$ cat src/lbr_pkg.sv
package lbr_pkg;

  // Register selectors for the model-register access port
  localparam logic [2:0] LBR_SEL_CONTROL    = 3'h0;
  localparam logic [2:0] LBR_SEL_BR_SOURCE  = 3'h1;
  localparam logic [2:0] LBR_SEL_BR_TARGET  = 3'h2;
  localparam logic [2:0] LBR_SEL_EX_SOURCE  = 3'h3;
  localparam logic [2:0] LBR_SEL_EX_TARGET  = 3'h4;

  localparam int LBR_BIT_RECORD  = 0;
  localparam int LBR_BIT_STEP    = 1;
  localparam int LBR_BIT_PIN_LO  = 2;
  localparam int LBR_BIT_TRACE   = 6;
  localparam int LBR_NUM_PINS    = 4;
  localparam int LBR_CTRL_BITS   = 7;

  localparam logic [6:0]  LBR_CTRL_RESET = 7'h00;
  localparam logic [31:0] LBR_ADDR_RESET = 32'h0000_0000;
  localparam logic [31:0] LBR_ZERO_WORD  = 32'h0000_0000;
  localparam logic [1:0]  LBR_RING0      = 2'h0;

  typedef struct packed {
    logic       branch;     // Taken branch retires
    logic       intr;       // Interrupt or non-debug exception
    logic       dbg;        // Debug trap event
    logic [31:0] source;    // Code-segment offset of source
    logic [31:0] target;    // Code-segment offset of target
  } lbr_event_t;

  typedef struct packed {
    logic        wr;        // Model register write instruction
    logic        rd;        // Model register read instruction
    logic [2:0]  sel;
    logic [31:0] wdata;
    logic [1:0]  cpl;       // Current privilege level
    logic        real_mode;
  } lbr_access_t;

  typedef struct packed {
    logic [LBR_CTRL_BITS-1:0] ctrl;
    logic [31:0] br_source;
    logic [31:0] br_target;
    logic [31:0] ex_source;
    logic [31:0] ex_target;
    logic [31:0] rdata;
    logic        rvalid;
    logic [LBR_NUM_PINS-1:0] match_q1;
    logic [LBR_NUM_PINS-1:0] match_q2;
    logic [LBR_NUM_PINS-1:0] perf_q1;
    logic [LBR_NUM_PINS-1:0] perf_q2;
    logic [LBR_NUM_PINS-1:0] match_prev;
    logic [LBR_NUM_PINS-1:0] bp_n;
  } lbr_state_t;

endpackage

$ cat src/lbr_recorder.sv
`timescale 1ns/1ps
// Notes on behaviour
// - Control bit 0 enables capture of last branch and exception addresses.
// - Any debug trap clears the record enable bit in hardware.
// - Control bit 1 makes single-step trap step on branches only.
// - Control bits 2 to 5 make each pin report its breakpoint matches.
// - A breakpoint match gives one low pulse on the selected pin.
// - Unselected pins show performance events; execution is unaffected.
// - Control bit 6 enables branch trace messages.
// - With trace messages on, record registers are undefined and not maintained.
// - Control writes accepted only at privilege level 0 or real mode.
// - Taken branch loads source and target into the 32-bit branch records.
// - Interrupt or non-debug exception loads interrupted and handler addresses.
// - Interrupt first copies branch records into exception records.
// - All records hold code-segment offsets, not linear addresses.
// - Recording covers taken branches, non-debug exceptions and serviced interrupts.
// - Debug trap leaves all four records untouched.
// - Read instruction returns the four records.
module lbr_recorder (
  input  wire logic                   CLK,          // Core clock, 20 MHz
  input  wire logic                   RST_N,        // Async reset, active low
  input  wire lbr_pkg::lbr_event_t    EVENT,        // Retirement events
  input  wire lbr_pkg::lbr_access_t   ACCESS,       // Model register access
  input  wire logic [3:0]             BP_MATCH,     // Breakpoint address matches
  input  wire logic [3:0]             PERF_EVENT,   // Performance event levels
  output logic [31:0]                 RDATA,        // Read data
  output logic                        RVALID,       // Read data valid pulse
  output logic                        BRANCH_STEP,  // Step on branches only
  output logic                        TRACE_ENABLE, // Branch trace messages on
  output logic [3:0]                  BP_PIN_N      // Breakpoint pins, active low
);
  import lbr_pkg::*;

  lbr_state_t state_reg;
  lbr_state_t state_next;

  logic record_on;
  logic ctrl_write_ok;
  logic [LBR_NUM_PINS-1:0] pin_sel;
  logic [LBR_NUM_PINS-1:0] pin_level_n;

  assign record_on     = state_reg.ctrl[LBR_BIT_RECORD] &
                         ~state_reg.ctrl[LBR_BIT_TRACE];
  assign ctrl_write_ok = ACCESS.wr && (ACCESS.sel == LBR_SEL_CONTROL) &&
                         ((ACCESS.cpl == LBR_RING0) || ACCESS.real_mode);
  assign pin_sel       = state_reg.ctrl[LBR_BIT_PIN_LO +: LBR_NUM_PINS];

  // Match pulse lasts one cycle on a rising match; perf events pass as levels
  genvar gi;
  generate
    for (gi = 0; gi < LBR_NUM_PINS; gi++) begin : g_pin
      always_comb begin
        if (pin_sel[gi]) begin
          pin_level_n[gi] = ~(state_reg.match_q2[gi] & ~state_reg.match_prev[gi]);
        end else begin
          pin_level_n[gi] = ~state_reg.perf_q2[gi];
        end
      end
    end
  endgenerate

  always_comb begin
    state_next = state_reg;
    state_next.rvalid = 1'b0;

    // Pins come from outside logic timing domain: two-stage sync
    state_next.match_q1   = BP_MATCH;
    state_next.match_q2   = state_reg.match_q1;
    state_next.match_prev = state_reg.match_q2;
    state_next.perf_q1    = PERF_EVENT;
    state_next.perf_q2    = state_reg.perf_q1;
    state_next.bp_n       = pin_level_n;

    if (ctrl_write_ok) begin
      state_next.ctrl = ACCESS.wdata[LBR_CTRL_BITS-1:0];
    end

    // Debug trap wins over a same-cycle write so a handler sees recording stopped
    if (EVENT.dbg) begin
      state_next.ctrl[LBR_BIT_RECORD] = 1'b0;
    end else if (record_on) begin
      if (EVENT.intr) begin
        state_next.ex_source = state_reg.br_source;
        state_next.ex_target = state_reg.br_target;
        state_next.br_source = EVENT.source;
        state_next.br_target = EVENT.target;
      end else if (EVENT.branch) begin
        state_next.br_source = EVENT.source;
        state_next.br_target = EVENT.target;
      end
    end

    if (ACCESS.rd) begin
      state_next.rvalid = 1'b1;
      case (ACCESS.sel)
        LBR_SEL_CONTROL:   state_next.rdata = {25'h0000000, state_reg.ctrl};
        LBR_SEL_BR_SOURCE: state_next.rdata = state_reg.br_source;
        LBR_SEL_BR_TARGET: state_next.rdata = state_reg.br_target;
        LBR_SEL_EX_SOURCE: state_next.rdata = state_reg.ex_source;
        LBR_SEL_EX_TARGET: state_next.rdata = state_reg.ex_target;
        default:           state_next.rdata = LBR_ZERO_WORD;
      endcase
    end
  end

  always_ff @(posedge CLK or negedge RST_N) begin
    if (!RST_N) begin
      state_reg            <= '0;
      state_reg.ctrl       <= LBR_CTRL_RESET;
      state_reg.br_source  <= LBR_ADDR_RESET;
      state_reg.br_target  <= LBR_ADDR_RESET;
      state_reg.ex_source  <= LBR_ADDR_RESET;
      state_reg.ex_target  <= LBR_ADDR_RESET;
      state_reg.bp_n       <= {LBR_NUM_PINS{1'b1}};
    end else begin
      state_reg <= state_next;
    end
  end

  assign RDATA        = state_reg.rdata;
  assign RVALID       = state_reg.rvalid;
  assign BRANCH_STEP  = state_reg.ctrl[LBR_BIT_STEP];
  assign TRACE_ENABLE = state_reg.ctrl[LBR_BIT_TRACE];
  assign BP_PIN_N     = state_reg.bp_n;

endmodule

$ cat config.mk
export PLATFORM = sky130hd
export DESIGN_NAME = lbr_recorder
export DESIGN_NICKNAME = d
export VERILOG_FILES = /design/src/lbr_pkg.sv /design/src/lbr_recorder.sv
export SDC_FILE = /design/constraint.sdc
export NUM_CORES = 1
export LEC_CHECK = 0
export BUFFER_PORTS_ARGS = -buffer_cell sky130_fd_sc_hd__clkbuf_2
export CORE_MARGIN = 1
export CORE_UTILIZATION = 30
export CTS_CLUSTER_SIZE = 12
export DETAILED_ROUTE_END_ITERATION = 16
export GPL_TIMING_DRIVEN = 0
export PLACE_DENSITY = 0.55
export SLEW_MARGIN = 20
export SYNTH_ARGS = -nofsm -noshare
export SYNTH_HDL_FRONTEND = slang
export SYNTH_SLANG_ARGS = --single-unit
export TNS_END_PERCENT = 100
$ cat constraint.sdc
create_clock -name CLK -period 1.4 [get_ports CLK]
set_input_delay 0.21 -clock CLK [delete_from_list [all_inputs] [get_ports CLK]]
set_output_delay 0.21 -clock CLK [all_outputs]
set_load 0.005 [all_outputs]
* Word-level counts from Yosys, hierarchy flattened
Index checks and enable logic that the tools add are counted.
Storage, ports and cells: flip-flop bits (word level) 192, output and inout bits 39
Cells by class: equal/unequal tests 4, multiplexer cells 10, bitwise gates (word level) 19, reductions and logical operators 9
Operators by type and width (count):
- 32-bit one-hot mux with 5 select lines | 1
- 64-bit two-way mux | 2
- 1-bit inverter | 14
- 1-bit two-way mux | 7
- 3-bit by 2-bit equality test with 1-bit output, second input constant | 2
- 3-bit AND reduction | 2
- 1-bit bitwise AND | 5
- 2-bit nonzero test | 2
- 3-bit by 1-bit equality test with 1-bit output, second input constant | 1
- 3-bit equality test, second input constant | 1
- 3-bit zero test | 1
- 1-bit logical AND | 2
- 2-bit zero test | 1
- 1-bit logical OR | 1

* Depth between registers and ports, before layout
Gate-level depths: netlist of run 1.
word-level depth 5, gate-level depth with buffers 7

* Least setup slack after synthesis of run 1
No wires, ideal clock.
kind register to register, start point register state_reg (netlist bit TRACE_ENABLE), end point register state_reg[121] (netlist bit), library setup time 0.125 ns, data arrival time 1.382 ns, required time 1.275 ns, path slack -0.107 ns, cell stages (with the launch flop) 5, cell sequence dfrtp_1 > nor4b_1 > buf_4 > buf_6 > mux2_2
Between the ends: cells in the longest elaborated chain, start to end 3
Ends and longest elaborated chain:
- start: declaration | line lbr_recorder.sv:34 | lbr_state_t state_reg;
- start signal: assignment | line lbr_recorder.sv:116 | state_reg <= state_next;
- 1-bit inverter | line lbr_recorder.sv:43 | ~state_reg.ctrl[LBR_BIT_TRACE];
- 1-bit bitwise AND | line lbr_recorder.sv:42 | assign record_on = state_reg.ctrl[LBR_BIT_RECORD] &
- 3-bit AND reduction (no line)
No other way between the ends. A chain may end at the register's enable or synchronous reset.

* Final worst setup path of run 1
start point register state_reg (netlist bit TRACE_ENABLE), end point register state_reg[105] (netlist bit)
Same word-level chain as after synthesis.

==> parameters.txt, run 1 <==
Parameter                              Value

Min path
  Worst Hold Depth ... 2
  Class of the most critical hold timing path ... in -> reg

Floorplan
  Initial cell density of the core ... 30.7%
  Core region area ... 0.0270 mm²
  DIE HEIGHT ... 168 µm
  Number of top-level pins ... 156
  Overall die width ... 168 µm
  Area of the die ... 0.0283 mm²
  Row Count ... 60

Timing
  Final count of pins violating max slew ... 0
  Worst clock skew ... 0.0157 ns
  Fin worst setup slack ... -0.257 ns
  Relative slew slack ... 53.8%
  Time the final worst path needs with I/O delays and setup ... 1.66 ns
  Max Fclk ... 603 MHz
  Count of endpoints failing setup in the final report ... 129
  Hold Worst Slack ... 0.0186 ns
  Number of hold violations in the final report ... 0
  Final worst path period share ... 118%
  Transition at the pin with the smallest max-transition slack ... 0.693 ns
  RSZ-0062 raised after global routing ... true
  Sum of negative setup slack ... -27.94 ns

Clocking
  TritonCTS clock tree ... yes
  Maximum root-to-sink buffer count ... 2
  H-tree Lvls ... 4
  Clock Latency Late Sink ... 0.44 ns
  CTS sink count ... 192
  Clock buffers created by TritonCTS ... 17
  Clock tree root driver cell ... clkbuf_16
  Clock-pin slew on the worst setup and hold paths ... 0.08 ns

Pwr
  P_leak ... 5.44 nW
  Power Internal ... 9.49 mW
  Clock share of power ... 38.7%
  Total power ... 13.0 mW
  Logic gate share of total power ... 12.3%
  Switching Fraction ... 27.0%
  Power density relative to cell area ... 1140 mW/mm²
  Maximum VDD drop ... 0.679 mV
  P_sw ... 3.51 mW
  Seq pwr share ... 48.9%

Routing
  Drt first-iter violations ... 269
  DRC viols ... 0
  Total via count after detailed routing ... 5,327
  Detailed-route vias per instance ... 4.67
  Antenna-violating nets left ... 0
  First-pass DRT Iterations ... 6
  Total wire length after detailed routing ... 20,700 µm
  Final routed wire length divided by cell count ... 18.1 µm

Global route
  Vias in the first global route ... 5,636
  Number of antenna violations at the first check in global routing ... 0
  Global-route wire length before repair ... 32,200 µm
  Remaining global-route overflow ... 0
  Global-route usage over all layers ... 15.1%
  Maximum number of pins on one net before global-route repair ... 90

Run status
  Result of the run ... finished, violations left
  Failing checks ... negative setup slack

Critical path
  Critical path data required time ... 1.71 ns
  CP Capture Type ... flip-flop
  Category of the worst setup path launch point ... flip-flop
  Type of the worst setup path ... reg -> reg
  Crit path arrival time ... 1.97 ns
  Number of cells on the worst reg-to-reg path ... 5
  Worst Path Max Fanout ... 10

Placement
  Final weighted congestion in routability-driven placement ... 0.698
  Number of buffer cells added on primary ports ... 127
  Number of placed instances, taps included ... 1,035
  Worst setup timing slack at the placement stage ... -0.415 ns
  Placement-stage cell area ... 0.00950 mm²
  DP HPWL ... 13,000 µm

Synth
  Count of synthesis-stage warnings from yosys ... 0
  Sequential element share of the synthesized area ... 58.0%
  Yosys reg bits ... 192
  Cell area after technology mapping ... 0.00830 mm²
  Distinct cell type count after synthesis ... 31
  Average cell area after synthesis ... 14.7 µm²
  Syn Nets ... 682
  Cell count after synthesis ... 565

Final layout
  Post-layout utilization of the core ... 42.0%
  Layout Cell Area excl Fill ... 0.0114 mm²
  Most frequent cells in the layout ... dfrtp_1, clkbuf_2, mux2_4
  Final #Nets ... 904
  Number of antenna diodes ... 0
  Layout cell share with drive strength beyond 1 ... 51.7%
  Filler Cell Count ... 2,530
  Number of flip-flops under the largest register name ... 137
  Final std cells w/o fill ... 1,141
  Most common library cell in the layout ignoring fill and taps ... dfrtp_1
  Area Growth Syn to Fin ... 36.8%

Job
  Max capacitance violation total ... 0
## metal layers
metal / wire (µm) / global-route usage (%) / vias up
met4: 138 / 3.32 / 0
met5: 0 / 0 / -
met2: 9830 / 24.8 / 153
met1: 9760 / 20.4 / 2698
li1: - / - / 2467
met3: 935 / 3.22 / 9
## power by group through the flow
stage                     Clock, mW  Combinational (mW)  Sequential (mW)
after global placement            0                1.31             6.44
after CTS                      5.20                1.61             6.35
final                          5.03                1.60             6.36
after global routing           5.39                1.75             6.42
after detailed placement          0                1.34             6.44
after floorplan                   0               0.855             6.31
## layout make-up
type                            count  area (µm²)  share of cell area (%)
Multi-Input combinational cell    274        3170                    27.9
Sequential cell                   192        4810                    42.4
Clock buffer                       17         425                    3.75
Buffer                             70         682                    6.00
Clock inverter                     15         206                    1.82
Tap cell                          341         427                    3.76
Inverter                           26        97.6                   0.859
Timing Repair Buffer              206        1530                    13.5
## worst max-delay path, cell delays in order, from the launching register on
cell and delay (ns):
dfrtp_2 0.45, nor4bb_4 0.31, buf_6 0.16, buf_12 0.14
buf_12 0.16, mux2_4 0.31
## synthesized netlist by cell type
cell	number	share of area, %
buf_6	16	2.2
nor2_8	1	0.24
buf_2	10	0.60
nor4bb_1	1	0.12
o22ai_1	25	1.9
clkbuf_1	5	0.23
nor3b_2	1	0.15
mux2i_1	17	2.1
dfstp_2	4	1.3
nand2b_1	1	0.075
inv_2	1	0.045
buf_8	1	0.18
nand2_1	1	0.045
dfrtp_1	188	57
o22a_1	6	0.63
mux2_4	25	4.5
mux2_2	136	18
nor2b_1	5	0.38
o2111ai_2	1	0.18
nor4b_1	1	0.11
or2_1	1	0.075
a21oi_1	7	0.42
a211oi_1	6	0.54
buf_4	39	3.5
buf_12	2	0.48
o21ai_0	7	0.42
a222oi_1	25	3.0
a31oi_1	1	0.075
nor2_1	5	0.23
inv_1	25	1.1
o21ai_1	1	0.060
## repair_timing
item	CTS	global route
pin swaps	1	1
buffers inserted	12	2
hold endpoints to repair	84	4
cloned	3	2
hold buffers	58	4
setup endpoints to repair	128	134
resized for setup	107	14
## logic make-up (layout without fill, tap and decap cells)
logic type | after synthesis | in the layout | synth area share (%)
AOI/OAI and AO/OA | 79 | 79 | 7.24
muxes | 178 | 178 | 25.0
buffers and inverters | 99 | 334 | 8.37
DFF | 192 | 192 | 58.0
and+or+nand+nor | 17 | 17 | 1.42
## worst paths after layout
| path | endpoint | startpoint | slack, ns |
|---|---|---|---|
| worst max register to register | state_reg[105]$_DFFE_PN0P_ | TRACE_ENABLE$_DFFE_PN0P_ | -0.26 |
| worst min register to register | state_next[6]$_DFF_PN0_ | state_next[18]$_DFF_PN0_ | 0.35 |
| min in group asynchronous | state_next[8]$_DFF_PN0_ | RST_N | 0.21 |
| worst max-delay path | state_reg[105]$_DFFE_PN0P_ | TRACE_ENABLE$_DFFE_PN0P_ | -0.26 |
| max in group asynchronous | state_reg[169]$_DFFE_PN0P_ | RST_N | 0.44 |
| worst min-delay path | state_reg[141]$_DFFE_PN0P_ | EVENT[20] | 0.02 |
(Power assumes the default switching activity.)
==> inputs of run 2 (changes only) <==
PLACE_DENSITY = 0.53   (was 0.55)
clock period = 1.95 ns   (was 1.4 ns; I/O delays follow)
==> parameters.txt, run 2 (synthesized netlist as in run 1, its figures left out) <==
Parameter                              Value

Routing
  Final routed wire length divided by cell count ... 17.9 µm (-1.3%)
  WL met2 ... 9100 µm (-7.4%)
  Detailed-route vias per instance ... 4.68 (+0.19%)
  Total wire length after detailed routing ... 19,200 µm (-6.9%)
  Amount of wire on met3 after detailed routing ... 1030 µm (+9.7%)
  Total via count after detailed routing ... 5,033 (-5.5%)
  Highest routed metal layer ... met5
  First-pass DRT Iterations ... 5 (-1)
  DRC viols ... 0 (unchanged)
  WL met1 ... 8950 µm (-8.3%)
  Antenna-violating nets left ... 0 (unchanged)
  Drt first-iter violations ... 270 (+0.37%)

Critical path
  Number of cells on the worst reg-to-reg path ... 4 (-1)
  Buffers & Inverters on Critical Path ... 2 (-1)
  Worst setup slack for register-to-register paths ... 0.15 ns (+0.41 ns)
  Slowest cell delay on critical path ... 0.45 ns (about the same)
  Category of the worst setup path launch point ... flip-flop
  Crit path max-delay cell type ... dfrtp_1
  Destination of the worst register-to-register timing path ... state_reg[152]$_DFFE_PN0P_
  CP Capture Type ... flip-flop
  Critical path, cell by cell ... nor4b_2, buf_4, buf_6, mux2_2
  Type of the worst setup path ... reg -> reg
  Crit path arrival time ... 2.12 ns (+0.15 ns)
  Crit Reg-Reg Startpoint ... TRACE_ENABLE$_DFFE_PN0P_
  Critical path data required time ... 2.27 ns (+0.56 ns)
  Worst Path Max Fanout ... 10 (unchanged)
  Crit-path leading delay family ... buffers and inverters

Pwr
  P_leak ... 4.98 nW (-8.5%)
  P_sw ... 2.39 mW (-32%)
  Power density relative to cell area ... 888 mW/mm² (-22%)
  Clock share of power ... 39.1% (+0.4 points)
  Total power ... 9.00 mW (-31%)
  Power Internal ... 6.61 mW (-30%)
  Switching Fraction ... 26.6% (-0.42 points)
  Maximum VDD drop ... 0.572 mV (-16%)
  Seq pwr share ... 50.6% (+1.7 points)
  Logic gate share of total power ... 10.3% (-2.0 points)

Timing
  Transition at the pin with the smallest max-transition slack ... 0.693 ns (+0.000520 ns)
  Final worst path period share ... 92.4% (-26 points)
  Number of hold violations in the final report ... 0 (unchanged)
  Count of endpoints failing setup in the final report ... 0 (-100%)
  Final count of pins violating max slew ... 0 (unchanged)
  Hold Worst Slack ... 0.0588 ns (+0.0402 ns)
  Fin worst setup slack ... 0.148 ns (+0.405 ns)
  Max Fclk ... 555 MHz (-8.0%)
  Time the final worst path needs with I/O delays and setup ... 1.80 ns (+0.145 ns)
  RSZ-0062 raised after global routing ... false
  Relative slew slack ... 53.8% (about the same)
  Worst clock skew ... 0.00772 ns (-0.00798 ns)
  Sum of negative setup slack ... 0 ns (+27.94 ns)

Min path
  Class of the most critical hold timing path ... in -> reg
  Startpoint of the worst hold path ... EVENT[64]
  Worst Hold Depth ... 2 (unchanged)
  WHS Endpoint ... state_reg[185]$_DFFE_PN0P_

Clocking
  TritonCTS clock tree ... yes
  Maximum root-to-sink buffer count ... 2 (unchanged)
  Clock-pin slew on the worst setup and hold paths ... 0.08 ns (about the same)
  Clock tree root driver cell ... clkbuf_16
  H-tree Lvls ... 4 (unchanged)
  Clock buffers created by TritonCTS ... 17 (unchanged)
  Clock Latency Late Sink ... 0.43 ns (about the same)
  CTS sink count ... 192 (unchanged)

Placement
  DP HPWL ... 13,100 µm (+1.0%)
  Number of buffer cells added on primary ports ... 127 (unchanged)
  Placement-stage cell area ... 0.00943 mm² (-0.78%)
  Worst setup timing slack at the placement stage ... -0.0495 ns (+0.366 ns)
  Final weighted congestion in routability-driven placement ... 0.677 (-3.0%)
  Number of placed instances, taps included ... 1,035 (unchanged)

Final layout
  Layout cell share with drive strength beyond 1 ... 54.3% (+2.5 points)
  Post-layout utilization of the core ... 37.5% (-4.5 points)
  Number of antenna diodes ... 0 (unchanged)
  Filler Cell Count ... 2,690 (+6.3%)
  Storage element area ... 0.00481 mm² (about the same)
  Multi-input logic area ... 0.00280 mm² (-12%)
  Layout Cell Area excl Fill ... 0.0101 mm² (-11%)
  Most frequent cells in the layout ... dfrtp_1, mux2_2, clkbuf_2
  Area Growth Syn to Fin ... 22.0%
  Final #Nets ... 839 (-7.2%)
  Final std cells w/o fill ... 1,076 (-5.7%)
  Number of flip-flops under the largest register name ... 137 (unchanged)
  Most common library cell in the layout ignoring fill and taps ... dfrtp_1

Floorplan
  Row Count ... 60 (unchanged)
  Initial cell density of the core ... 30.7% (unchanged)
  DIE HEIGHT ... 168 µm (unchanged)
  Area of the die ... 0.0283 mm² (unchanged)
  Core region area ... 0.0270 mm² (unchanged)
  Number of top-level pins ... 156 (unchanged)
  Overall die width ... 168 µm (unchanged)

Global route
  Global-route usage over all layers ... 14.4% (-0.67 points)
  Global-route wire length before repair ... 30,800 µm (-4.5%)
  Remaining global-route overflow ... 0 (unchanged)
  Number of antenna violations at the first check in global routing ... 2 (+2)
  Maximum number of pins on one net before global-route repair ... 89 (-1.1%)
  Vias in the first global route ... 5,408 (-4.0%)

Job
  Max capacitance violation total ... 0 (unchanged)

Run status
  Result of the run ... complete, no violations
-- run 2: cell types whose count changed in the layout (fill, tap and decap cells not counted), sizes merged --
cell,previous run,this run
buf,83,70
clkbuf,148,149
dlygate4sd3,62,9
clkinv,8,6
inv,33,35
-- run 2: routing by layer --
layer / vias to the layer above / GRT usage (%)
met5: - / 0
met4: 4 / 3.12
met3: 14 / 3.93
met2: 138 / 23.5
met1: 2541 / 19.1
li1: 2336 / -
-- run 2: what timing repair did --
item,CTS,global route
resized for setup,1,0
setup buffers,0,0
endpoints found under the hold margin,55,0
setup endpoints to repair,60,0
hold buffers,9,0
-- run 2: layout make-up --
cell class / instances / share of cell area [%]
clock inverters: 15 / 1.79
flip-flops and latches: 192 / 47.5
clock buffers: 17 / 4.20
repair buffers: 138 / 7.79
inverters: 26 / 0.964
plain buffers: 73 / 5.89
well taps: 341 / 4.21
multi-input cells: 274 / 27.7
-- run 2: power by group through the flow --
stage	Sequential, mW	Clock, mW	Combinational [mW]
after global placement	4.63	0	0.907
after global routing	4.60	3.81	1.04
after CTS	4.55	3.66	0.956
after floorplan	4.53	0	0.586
final	4.55	3.52	0.930
after detailed placement	4.63	0	0.935
-- run 2: how the worst max path moves through the flow --
stage | start | end | slack (ns) | cells after the start
after floorplan | TRACE_ENABLE$_DFFE_PN0P_ | state_reg[121]$_DFFE_PN0P_ | 0.44 | 4
after global placement | RST_N | state_reg[139]$_DFFE_PN0P_ | -3.27 | 1
after detailed placement | TRACE_ENABLE$_DFFE_PN0P_ | state_reg[152]$_DFFE_PN0P_ | -0.05 | 4
after CTS | TRACE_ENABLE$_DFFE_PN0P_ | state_reg[152]$_DFFE_PN0P_ | 0.08 | 4
after global routing | TRACE_ENABLE$_DFFE_PN0P_ | state_reg[142]$_DFFE_PN0P_ | 0.04 | 4
final | TRACE_ENABLE$_DFFE_PN0P_ | state_reg[152]$_DFFE_PN0P_ | 0.15 | 4
==> inputs of run 3 (changes only) <==
CORE_UTILIZATION = 60   (was 30)
PLACE_DENSITY = 0.9   (was 0.53)
==> parameters.txt, run 3 (synthesized netlist as in run 1, its figures left out) <==
Parameter                              Value

Timing
  Final count of pins violating max slew ... 0 (unchanged)
  Max Fclk ... 541 MHz (-2.6%)
  Relative slew slack ... 57.6% (+3.8 points)
  Final worst path period share ... 94.9% (+2.5 points)
  Number of hold violations in the final report ... 0 (unchanged)
  Worst clock skew ... 0.0126 ns (+0.00489 ns)
  RSZ-0062 raised after global routing ... false
  Count of endpoints failing setup in the final report ... 0 (unchanged)
  Transition at the pin with the smallest max-transition slack ... 0.632 ns (-0.0610 ns)
  Time the final worst path needs with I/O delays and setup ... 1.85 ns (+0.0479 ns)

Routing
  Total via count after detailed routing ... 5,311 (+5.5%)
  Final routed wire length divided by cell count ... 20.0 µm (+12%)
  Detailed-route vias per instance ... 5.82 (+24%)
  Antenna-violating nets left ... 0 (unchanged)
  First-pass DRT Iterations ... 7 (+2)
  Total wire length after detailed routing ... 18,200 µm (-5.3%)
  Drt first-iter violations ... 431 (+60%)
  DRC viols ... 0 (unchanged)

Global route
  Vias in the first global route ... 5,628 (+4.1%)
  Global-route wire length before repair ... 29,200 µm (-5.2%)
  Remaining global-route overflow ... 0 (unchanged)
  Maximum number of pins on one net before global-route repair ... 73 (-18%)
  Global-route usage over all layers ... 27.2% (+13 points)
  Number of antenna violations at the first check in global routing ... 1 (-1)

Floorplan
  DIE HEIGHT ... 120 µm (-29%)
  Area of the die ... 0.0143 mm² (-50%)
  Row Count ... 42 (-30%)
  Overall die width ... 120 µm (-29%)
  Core region area ... 0.0133 mm² (-51%)
  Number of top-level pins ... 156 (unchanged)
  Initial cell density of the core ... 62.2% (+31 points)

Critical path
  Type of the worst setup path ... reg -> reg
  Category of the worst setup path launch point ... flip-flop
  Critical path data required time ... 2.26 ns (about the same)
  Crit Reg-Reg Startpoint ... TRACE_ENABLE$_DFFE_PN0P_
  Crit path arrival time ... 2.16 ns (+0.04 ns)
  CP Capture Type ... flip-flop
  Worst Path Max Fanout ... 10 (unchanged)
  Origin of the worst setup path ... TRACE_ENABLE$_DFFE_PN0P_

Clocking
  Clock-pin slew on the worst setup and hold paths ... 0.07 ns (about the same)
  Clock buffers created by TritonCTS ... 17 (unchanged)
  Clock Latency Late Sink ... 0.43 ns (about the same)
  H-tree Lvls ... 4 (unchanged)
  TritonCTS clock tree ... yes
  Maximum root-to-sink buffer count ... 2 (unchanged)
  Clock tree root driver cell ... clkbuf_16
  CTS sink count ... 192 (unchanged)
  Post_cts resized ... 0 (-1)

Min path
  Class of the most critical hold timing path ... in -> reg
  Startpoint of the worst hold path ... EVENT[64]

Final layout
  Multi-input logic area ... 0.00280 mm² (-0.22%)
  Number of flip-flops under the largest register name ... 137 (unchanged)
  Filler Cell Count ... 826 (-69%)
  Most common library cell in the layout ignoring fill and taps ... dfrtp_1
  Area Growth Syn to Fin ... 19.4%
  Final #Nets ... 839 (unchanged)
  Layout Cell Area excl Fill ... 0.00991 mm² (-2.2%)
  Most frequent cells in the layout ... dfrtp_1, mux2_2, clkbuf_2
  Post-layout utilization of the core ... 74.2% (+37 points)
  Storage element area ... 0.00481 mm² (unchanged)
  Layout cell share with drive strength beyond 1 ... 54.0% (-0.27 points)

Job
  Max capacitance violation total ... 0 (unchanged)

Run status
  Result of the run ... complete, no violations

Placement
  DP HPWL ... 12,200 µm (-6.9%)
  Placement-stage cell area ... 0.00922 mm² (-2.2%)
  Final weighted congestion in routability-driven placement ... 0.794 (+17%)
  Number of buffer cells added on primary ports ... 127 (unchanged)

Pwr
  Seq pwr share ... 50.7% (about the same)
  Logic gate share of total power ... 10.5% (+0.2 points)
  Switching Fraction ... 23.7% (-2.9 points)
  Clock share of power ... 38.8% (-0.3 points)
  P_sw ... 2.13 mW (-11%)
  Power density relative to cell area ... 907 mW/mm² (+2.1%)
  Maximum VDD drop ... 0.702 mV (+23%)
  Power Internal ... 6.86 mW (+3.8%)
  P_leak ... 4.97 nW (-0.11%)
run 3: cell count changes in the layout (fill, tap and decap cells not counted), moves of 2 or more:
cell	change
clkbuf_8	+3
bufinv_16	+2
clkinv_8	-4
inv_8	-4
inv_6	-2
clkinvlp_4	+2
clkinv_2	+3
run 3: what timing repair did:
action	4_1_cts	5_1_grt
endpoints found under the hold margin	63	0
setup buffers	0	0
hold buffers	9	0
run 3: power by group through the flow:
stage | Combinational, mW | Sequential (mW) | Clock (mW)
detailed placement | 0.931 | 4.62 | 0
floorplan | 0.586 | 4.53 | 0
global placement | 0.870 | 4.59 | 0
CTS | 0.958 | 4.55 | 3.53
finish | 0.948 | 4.56 | 3.49
global route | 1.03 | 4.59 | 3.70
run 3: area by class of cell:
type / count / area share [%]
flip-flops and latches: 192 / 48.5
multi-input cells: 274 / 28.2
repair buffers: 138 / 7.97
plain buffers: 73 / 6.02
clock buffers: 21 / 4.75
well taps: 176 / 2.22
clock inverters: 11 / 1.29
inverters: 26 / 0.985
diodes: 1 / 0.0253
run 3: worst paths after layout:
check	depth (start not counted)	to	slack, ns
hold / removal	2	state_reg[185]$_DFFE_PN0P_	0.05
setup / recovery	4	state_reg[136]$_DFFE_PN0P_	0.10
max in group asynchronous	3	BP_PIN_N[0]$_DFF_PN1_	0.83
hold reg to reg	0	state_reg[8]$_DFF_PN0_	0.35
min in group asynchronous	2	state_reg[97]$_DFFE_PN0P_	0.38
setup reg to reg	4	state_reg[136]$_DFFE_PN0P_	0.10
run 3: stage by stage:
stage | setup WS, ns | hold WS (ns) | setup TNS, ns | power (mW) | cells
2_1_floorplan | 0.443 | -0.00309 | 0 | 5.12 | 565
3_3_place_gp | -2.64 | 0.333 | -500.16 | 5.46 | 868
3_5_place_dp | 0.110 | 0.292 | 0 | 5.55 | 870
4_1_cts | 0.0827 | 0.0318 | 0 | 9.05 | 911
5_1_grt | 0.0448 | 0.0455 | 0 | 9.32 | 912
6_report | 0.100 | 0.0464 | 0 | 8.99 | 912
run 3: critical path, cell delays in order, from the launching register on:
cell and delay [ns]:
dfrtp_1 0.44, nor4b_1 0.42, buf_4 0.31, buf_6 0.20
mux2_2 0.35
run 3: layer usage:
metal | vias to the layer above | GRT usage, % | wire length [µm] | part of all wire (%)
met2 | 207 | 45.7 | 9430 | 52
met3 | 27 | 6.80 | 1080 | 5.9
met4 | 0 | 10.8 | 349 | 1.9
li1 | 2345 | - | - | -
met1 | 2732 | 33.9 | 7370 | 40
met5 | - | 0 | 0 | 0
